--- src/design/tpsec_pkg.sv ---
// Package of register map, field positions and timing counts for the T1 path and sync counters.
// Summary of operation
// [RULE1] Path error count is 12 bits: MSB at high byte bit 3, LSB low byte bit 0.
// [RULE2] Shared byte: sync-loss top nibble in upper half, path top nibble lower half.
// [RULE3] Sync-loss count is 12 bits: MSB at shared byte bit 7, LSB own low bit 0.
// [RULE4] In ESF mode path counter counts CRC6 code-word errors; Fs option ignored.
// [RULE5] In D4 mode path counter counts Ft errors, plus Fs errors when enabled.
// [RULE6] Source select one: count multiframes received while out of sync, either mode.
// [RULE7] Out-of-sync multiframe counting continues while sync loss flag is set.
// [RULE8] Source select zero: count Ft errors in D4, FPS errors in ESF.
// [RULE9] Framing-bit error counting stops while the sync loss flag is set.
// [RULE10] Path counter does not count while the sync loss flag is set.
// [RULE11] Readable values update each second, or every 42 ms when interval select set.
// [RULE12] Counters saturate at their maximum and never wrap.
// [RULE13] At each boundary running counts are copied to readable registers and cleared.
// [RULE14] Host reads all three bytes between boundaries and splits the shared byte.
package tpsec_pkg;
  localparam int unsigned CNT_W          = 12;
  localparam logic [11:0] CNT_MAX        = 12'hFFF;
  localparam logic [7:0]  ADDR_HIGH      = 8'h25;
  localparam logic [7:0]  ADDR_PATH_LOW  = 8'h26;
  localparam logic [7:0]  ADDR_SYNC_LOW  = 8'h27;
  localparam logic [7:0]  ADDR_CTRL      = 8'h28;
  localparam logic [7:0]  ADDR_INT_STAT  = 8'h29;
  localparam logic [7:0]  ADDR_INT_MASK  = 8'h2A;
  localparam int unsigned CTRL_FRAMING   = 0;
  localparam int unsigned CTRL_FS_EN     = 1;
  localparam int unsigned CTRL_SRC_SEL   = 2;
  localparam int unsigned CTRL_INTERVAL  = 3;
  localparam logic [3:0]  CTRL_RESET     = 4'h0;
  localparam int unsigned IRQ_BOUNDARY   = 0;
  localparam int unsigned IRQ_PATH_SAT   = 1;
  localparam int unsigned IRQ_SYNC_SAT   = 2;
  localparam int unsigned IRQ_W          = 3;
  localparam logic [2:0]  IRQ_RESET      = 3'h0;
  localparam int unsigned CLK_HZ         = 40000000;
  localparam int unsigned LONG_MS        = 1000;
  localparam int unsigned SHORT_MS       = 42;
  localparam int unsigned LONG_CYCLES    = CLK_HZ / 1000 * LONG_MS;
  localparam int unsigned SHORT_CYCLES   = CLK_HZ / 1000 * SHORT_MS;
endpackage : tpsec_pkg

--- src/design/tpsec_top.sv ---
// Top of the T1 path and sync error counters with a classic Wishbone register slave.
//
// Implementation choice: the Wishbone register port.
`timescale 1ns/1ps
module tpsec_top #(
  parameter int unsigned LONG_CYCLES  = tpsec_pkg::LONG_CYCLES,
  parameter int unsigned SHORT_CYCLES = tpsec_pkg::SHORT_CYCLES
) (
  input  wire logic       clk_i,
  input  wire logic       rst_i,
  input  wire logic       wb_cyc_i,
  input  wire logic       wb_stb_i,
  input  wire logic       wb_we_i,
  input  wire logic [7:0] wb_adr_i,
  input  wire logic [0:0] wb_sel_i,
  input  wire logic [7:0] wb_dat_i,
  output logic [7:0]      wb_dat_o,
  output logic            wb_ack_o,
  input  wire logic       crc6_error_i,
  input  wire logic       ft_error_i,
  input  wire logic       fs_error_i,
  input  wire logic       fps_error_i,
  input  wire logic       rx_multiframe_i,
  input  wire logic       receive_sync_loss_flag_i,
  output logic            boundary_o,
  output logic            irq_o
);
  logic [3:0]  ctrl_r;
  logic [2:0]  int_stat_r;
  logic [2:0]  int_mask_r;
  logic [11:0] path_latch_r;
  logic [11:0] sync_latch_r;
  logic        tick;
  logic [11:0] path_count;
  logic [11:0] sync_count;
  logic        path_sat;
  logic        sync_sat;

  wire framing_mode_select = ctrl_r[tpsec_pkg::CTRL_FRAMING];
  wire fs_count_enable     = ctrl_r[tpsec_pkg::CTRL_FS_EN];
  wire count_source_select = ctrl_r[tpsec_pkg::CTRL_SRC_SEL];
  wire interval_select     = ctrl_r[tpsec_pkg::CTRL_INTERVAL];

  // Path source: CRC6 in ESF regardless of the Fs option, Ft with optional Fs in D4.
  wire path_evt = framing_mode_select ? crc6_error_i : // [RULE4]
                  (ft_error_i || (fs_error_i && fs_count_enable)); // [RULE5]
  wire path_inc = path_evt && !receive_sync_loss_flag_i; // [RULE10]

  // Out-of-sync multiframes count only while the sync loss flag is set; framing-bit errors only while it is clear.
  wire mos_inc  = rx_multiframe_i && receive_sync_loss_flag_i; // [RULE6] [RULE7]
  wire fbit_evt = framing_mode_select ? fps_error_i : ft_error_i; // [RULE8]
  wire fbit_inc = fbit_evt && !receive_sync_loss_flag_i; // [RULE9]
  wire sync_inc = count_source_select ? mos_inc : fbit_inc;

  tpsec_interval_timer #(
    .LONG_CYCLES  (LONG_CYCLES),
    .SHORT_CYCLES (SHORT_CYCLES)
  ) u_timer (
    .clk_i   (clk_i),
    .rst_i   (rst_i),
    .short_i (interval_select),
    .tick_o  (tick)
  );

  // Each counter has its own instance of the saturating core: index 0 is the path count, index 1 the sync count.
  logic [1:0]  cnt_inc;
  logic [11:0] cnt_value [2];
  logic [1:0]  cnt_sat;

  assign cnt_inc = {sync_inc, path_inc};

  for (genvar g = 0; g < 2; g++) begin : g_counter
    tpsec_sat_counter u_counter (
      .clk_i   (clk_i),
      .rst_i   (rst_i),
      .inc_i   (cnt_inc[g]),
      .clear_i (tick),
      .count_o (cnt_value[g]),
      .sat_o   (cnt_sat[g])
    );
  end

  assign path_count = cnt_value[0];
  assign sync_count = cnt_value[1];
  assign path_sat   = cnt_sat[0];
  assign sync_sat   = cnt_sat[1];

  // Latches hold the previous interval so reads stay stable until the next boundary.
  always_ff @(posedge clk_i) begin
    if (rst_i) begin
      path_latch_r <= 12'h000;
      sync_latch_r <= 12'h000;
    end else if (tick) begin
      path_latch_r <= path_count; // [RULE13] [RULE11]
      sync_latch_r <= sync_count; // [RULE13]
    end
  end

  // Register access decode.
  wire        req      = wb_cyc_i && wb_stb_i && !wb_ack_o;
  // A write lands at the edge at which the master samples ack high, while it still holds the data.
  wire        wr       = wb_cyc_i && wb_stb_i && wb_ack_o && wb_we_i && wb_sel_i[0];
  wire        wr_ctrl  = wr && (wb_adr_i == tpsec_pkg::ADDR_CTRL);
  wire        wr_stat  = wr && (wb_adr_i == tpsec_pkg::ADDR_INT_STAT);
  wire        wr_mask  = wr && (wb_adr_i == tpsec_pkg::ADDR_INT_MASK);
  wire [7:0]  path_error_count_high = {4'h0, path_latch_r[11:8]}; // [RULE1]
  wire [7:0]  sync_loss_count_high  = {sync_latch_r[11:8], 4'h0}; // [RULE3]
  wire [7:0]  path_and_sync_count_high = sync_loss_count_high | path_error_count_high; // [RULE2]
  wire [7:0]  path_error_count_low  = path_latch_r[7:0]; // [RULE1]
  wire [7:0]  sync_loss_count_low   = sync_latch_r[7:0]; // [RULE3]
  wire [7:0]  rd_data =
    (wb_adr_i == tpsec_pkg::ADDR_HIGH)     ? path_and_sync_count_high :
    (wb_adr_i == tpsec_pkg::ADDR_PATH_LOW) ? path_error_count_low :
    (wb_adr_i == tpsec_pkg::ADDR_SYNC_LOW) ? sync_loss_count_low :
    (wb_adr_i == tpsec_pkg::ADDR_CTRL)     ? {4'h0, ctrl_r} :
    (wb_adr_i == tpsec_pkg::ADDR_INT_STAT) ? {5'h00, int_stat_r} :
    (wb_adr_i == tpsec_pkg::ADDR_INT_MASK) ? {5'h00, int_mask_r} : 8'h00;

  wire [2:0]  events    = {sync_sat, path_sat, tick};
  wire [2:0]  stat_clr  = wr_stat ? wb_dat_i[2:0] : 3'h0;
  logic [2:0] stat_nxt;

  // A new event wins over a write-one-to-clear in the same cycle.
  for (genvar b = 0; b < tpsec_pkg::IRQ_W; b++) begin : g_status
    assign stat_nxt[b] = events[b] || (int_stat_r[b] && !stat_clr[b]);
  end

  wire        irq_nxt   = |(stat_nxt & int_mask_r);

  always_ff @(posedge clk_i) begin
    if (rst_i) begin
      wb_ack_o <= 1'b0;
      wb_dat_o <= 8'h00;
    end else begin
      wb_ack_o <= req;
      wb_dat_o <= req ? rd_data : 8'h00;
    end
  end

  always_ff @(posedge clk_i) begin
    if (rst_i) begin
      ctrl_r     <= tpsec_pkg::CTRL_RESET;
      int_mask_r <= tpsec_pkg::IRQ_RESET;
    end else begin
      if (wr_ctrl) begin
        ctrl_r <= wb_dat_i[3:0];
      end
      if (wr_mask) begin
        int_mask_r <= wb_dat_i[2:0];
      end
    end
  end

  always_ff @(posedge clk_i) begin
    if (rst_i) begin
      int_stat_r <= tpsec_pkg::IRQ_RESET;
      irq_o      <= 1'b0;
      boundary_o <= 1'b0;
    end else begin
      int_stat_r <= stat_nxt;
      irq_o      <= irq_nxt;
      boundary_o <= tick;
    end
  end
endmodule : tpsec_top

--- src/design/tpsec_sat_counter.sv ---
// Saturating 12-bit event counter that restarts from the boundary.
`timescale 1ns/1ps
module tpsec_sat_counter (
  input  wire logic        clk_i,
  input  wire logic        rst_i,
  input  wire logic        inc_i,
  input  wire logic        clear_i,
  output logic [11:0]      count_o,
  output logic             sat_o
);
  logic [11:0] count_r;
  wire         at_max = (count_r == tpsec_pkg::CNT_MAX);
  // A boundary clear with a same-cycle event starts the new interval at one.
  wire  [11:0] count_nxt = clear_i ? {11'h000, inc_i} :
                           (inc_i && !at_max) ? count_r + 12'h001 : count_r; // [RULE12]
  always_ff @(posedge clk_i) begin
    if (rst_i) begin
      count_r <= 12'h000;
    end else begin
      count_r <= count_nxt;
    end
  end
  assign count_o = count_r;
  assign sat_o   = inc_i && at_max && !clear_i;
endmodule : tpsec_sat_counter

--- src/design/tpsec_interval_timer.sv ---
// Interval timer producing a one-cycle boundary pulse every second or every 42 ms.
`timescale 1ns/1ps
module tpsec_interval_timer #(
  parameter int unsigned LONG_CYCLES  = tpsec_pkg::LONG_CYCLES,
  parameter int unsigned SHORT_CYCLES = tpsec_pkg::SHORT_CYCLES
) (
  input  wire logic clk_i,
  input  wire logic rst_i,
  input  wire logic short_i,
  output logic      tick_o
);
  logic [31:0] cnt_r;
  wire  [31:0] limit = short_i ? 32'(SHORT_CYCLES - 1) : 32'(LONG_CYCLES - 1); // [RULE11]
  // Switching to the shorter interval mid-count ends the current one at once if the count is already at or past the short limit.
  wire         done  = (cnt_r >= limit);
  always_ff @(posedge clk_i) begin
    if (rst_i) begin
      cnt_r  <= 32'h0000_0000;
      tick_o <= 1'b0;
    end else begin
      cnt_r  <= done ? 32'h0000_0000 : cnt_r + 32'h0000_0001;
      tick_o <= done;
    end
  end
endmodule : tpsec_interval_timer

--- config.mk ---
export PLATFORM = sky130hd
export DESIGN_NAME = tpsec_top
export DESIGN_NICKNAME = d
export VERILOG_FILES = /design/src/design/tpsec_pkg.sv /design/src/design/tpsec_top.sv /design/src/design/tpsec_sat_counter.sv /design/src/design/tpsec_interval_timer.sv
export SDC_FILE = /design/constraint.sdc
export NUM_CORES = 1
export LEC_CHECK = 0
export BUFFER_PORTS_ARGS = -buffer_cell sky130_fd_sc_hd__clkbuf_2
export CAP_MARGIN = 20
export CORE_UTILIZATION = 45
export CTS_BUF_LIST = sky130_fd_sc_hd__clkbuf_16
export DETAILED_ROUTE_END_ITERATION = 16
export PLACE_DENSITY = 0.66
export SYNTH_ARGS = -nofsm -noshare
export SYNTH_HDL_FRONTEND = slang
export SYNTH_SLANG_ARGS = --single-unit
--- constraint.sdc ---
create_clock -name clk_i -period 7.5 [get_ports clk_i]
set_input_delay 1.875 -clock clk_i [delete_from_list [all_inputs] [get_ports clk_i]]
set_output_delay 1.875 -clock clk_i [all_outputs]
set_load 0.1 [all_outputs]
==> flow_metrics.env <==
export IMPL_grt_max_degree=41
export IMPL_reg2reg_from="ctrl_r[3]$_SDFFE_PP0P_"
export IMPL_switching_share=0.214
export IMPL_place_inst=675
export IMPL_p_int_mw=0.850
export IMPL_num_antenna_cells=0
export IMPL_hpwl_um=6900
export IMPL_seqPwrFrac=0.507
export IMPL_worst_pin_slew_ps=810
export IMPL_die_w_um=104
export IMPL_holdPathStages=1
export IMPL_pwr_share_comb=0.041
export IMPL_cp_required_ps=7730
export IMPL_r2r_slack_ps=4420
export IMPL_reg2reg_depth=7
export IMPL_synth_yosys_seq_area_share=0.432
export IMPL_cts_htree_levels=3
export IMPL_synth_edf_count=0
export IMPL_routed_wl_um=9690
export IMPL_p_clk_frac=0.453
export IMPL_max_slew_margin=0.460
export IMPL_routed_via_count=3683
export IMPL_drcViolationCount=0
export IMPL_rsz0062_at_grt="false"
export IMPL_cts_buffer_depth=2
export IMPL_hold_start="u_timer.cnt_r[0]$_SDFF_PP0_"
export IMPL_r2r_end="u_timer.cnt_r[22]$_SDFF_PP0_"
export IMPL_routedWlPerCell_um=14.0
export IMPL_grt_util_all_layers=0.190
export IMPL_setup_viol=0
export IMPL_dr_pass1_iters=4
export IMPL_clk_latency_ps=350
export IMPL_path_max_fanout=9
export IMPL_ant_nets=0
export IMPL_vdd_drop_max_v=0.000143
export IMPL_maxCapViolCount=0
export IMPL_grt_pass1_wl_um=16500
export IMPL_crit_type="in2reg"
export IMPL_fin_crit_ps=3500
export IMPL_ys_warn_count=0
export IMPL_yosys_top_cells_area="dfxtp_1 (43%), nor2_1 (7.1%), mux2i_1 (6.6%)"
export IMPL_powerDensity_mw_per_mm2=205
export IMPL_gp_congestion=0.769
export IMPL_fin_total_pwr_mw=1.08
export IMPL_cts_tree="yes"
export IMPL_cts_sinks=102
export IMPL_power_leakage_nw=1.92
export IMPL_hold_path_class="reg2reg"
export IMPL_fin_crit_sh=0.466
export IMPL_rows=37
export IMPL_drive_above_1_share=0.108
export IMPL_synthFlopType="dfxtp_1"
export IMPL_syn_avg_cell_area_um2=9.05
export IMPL_synthCells=522
export IMPL_grt_pass1_vias=3523
export IMPL_cts_repair_resized=0
export IMPL_netlist_area_mm2=0.00472
export IMPL_p_sw_mw=0.231
export IMPL_fp_coreArea_mm2=0.0102
export IMPL_finalHoldViolations=0
export IMPL_synthDistinctLibCells=61
export IMPL_cp_end_kind="flop"
export IMPL_area_delta_synth_final_pct=11.9
export IMPL_final_area_mm2=0.00529
export IMPL_nets=596
export IMPL_ioPinCount=39
export IMPL_synth_top_area_share=0.432
export IMPL_dieArea_mm2=0.0109
export IMPL_die_h_um=104
export IMPL_grt_antenna_before_repair=0
export IMPL_crit_arrival_ps=3730
export IMPL_grt_overflow=0
export IMPL_holdPathEnd="u_timer.cnt_r[0]$_SDFF_PP0_"
export IMPL_skew_ps=6.83
export IMPL_portBuffers=34
export IMPL_layoutNonFillerInstCount=690
export IMPL_whs_ps=443
export IMPL_path_clk_slew_ps=70
export IMPL_viasPerCell=5.34
export IMPL_yosys_register_bits=102
export IMPL_maxClockFrequency_mhz=286
export IMPL_cts_root_buf="clkbuf_16"
export IMPL_drt_first_iter_violations=110
export IMPL_setup_tns_ps=0
export IMPL_cts_hold_buffers=0
export IMPL_synth_area_leader_cell="dfxtp_1"
export IMPL_async_flop_share=0
export IMPL_status="finished clean"
export IMPL_start_kind="input pin"
export IMPL_final_max_slew_violation_count=0
export IMPL_dpl_cell_area_mm2=0.00498
export IMPL_cts_setup_buffers=0
export IMPL_initial_core_util=0.462
export IMPL_numCtsBuffers=9
-- logic make-up after synthesis --
| group | count (synthesis) | share of synthesized area |
|---|---|---|
| flops | 102 | 0.432 |
| fa+ha+maj | 18 | 0.0477 |
| other cells | 1 | 0.000794 |
| simple gates | 228 | 0.240 |
| compound gates | 60 | 0.0895 |
| xor+xnor | 43 | 0.0797 |
| mux | 35 | 0.0752 |
| buf+inv | 35 | 0.0344 |
-- power by group through the flow --
stage / registers (mW) / logic (mW) / clock network (mW)
after CTS: 0.548 / 0.0442 / 0.504
after global placement: 0.560 / 0.0437 / 0
after floorplan: 0.564 / 0.0259 / 0
final: 0.548 / 0.0440 / 0.490
after global routing: 0.548 / 0.0477 / 0.527
after detailed placement: 0.560 / 0.0442 / 0
-- flip-flops by register name (all words and copies together) (netlist names) --
name and cells:
boundary_o 1, ctrl_r 4, g_counter.u_counter.count_o 24, int_mask_r 3, int_stat_r 3, irq_o 1, path_latch_r 12, sync_latch_r 12
u_timer.cnt_r 32, u_timer.tick_o 1, wb_ack_o 1, wb_dat_o 8
-- layout by cell type, fill, tap and decap left out, drive strengths merged, types with 2 or more instances in the layout --
master and count:
o211ai 4, dfxtp 102, buf 2, o22ai 2
bufinv 2, and4 7, and3 6, nor3b 2
nor2b 4, nand2 32, nor4b 2, xnor2 28
xor2 15, a21oi 18, a2111oi 3, mux2i 31
a311oi 2, clkbuf 43, nor2 89, or4b 2
nor3 14, a31oi 2, and2 5, a22oi 4
nand3 26, inv 15, ha 18, a211oi 2
mux2 4, o21ai 8, conb 5, a211o 2
nand4 13, or3 5, nor4 11, nand2b 4
-- how the worst max path moves through the flow --
stage / start / end / slack (ps)
final: wb_adr_i[4] / irq_o$_SDFF_PP0_ / 4000
after global routing: rst_i / irq_o$_SDFF_PP0_ / 3930
after CTS: rst_i / irq_o$_SDFF_PP0_ / 4010
after detailed placement: rst_i / irq_o$_SDFF_PP0_ / 3640
after global placement: rst_i / irq_o$_SDFF_PP0_ / 3640
after floorplan: wb_adr_i[4] / irq_o$_SDFF_PP0_ / 3910
-- routing by layer --
layer  wire length [µm]  GRT usage  vias to the layer above
li1                   -          -                     1885
met1               4610      0.231                     1732
met2               4550      0.313                       50
met3                312     0.0520                       16
met4                219     0.0816                        0
met5                  0          0                        -
-- cell type report --
cell class              instances  area [µm²]
multi-input cells             389        2530
clock inverters                 6        85.1
repair buffers                 36         185
inverters                      12        45.0
flip-flops and latches        102        2040
clock buffers                   9         225
fillers                       944        4940
well taps                     136         170
-- per-stage QoR --
step | worst slack (ps) | utilization
floorplan | 3910 | -
global placement | 3640 | 0.486
detailed placement | 3640 | 0.486
CTS | 4010 | 0.517
global route | 3930 | 0.517
finish | 4000 | 0.517
-- cell usage after synthesis, drive strengths merged, types with 5 or more instances --
cell    number
dfxtp      102
xor2        15
and3         6
o21ai        8
nand3       26
clkbuf      16
mux2i       31
nor2        89
and4         7
nor3        14
or3          5
xnor2       28
nand2       32
nand4       13
ha          18
a21oi       18
inv         12
nor4        11
buf          7
and2         5
-- worst max-delay path: stages --
cell      delay [ps]
clkbuf_2          80
or4b_4           570
nor4_4           500
a31o_2           220
a21oi_1           90
a221o_1          390
(Power assumes the default switching activity.)
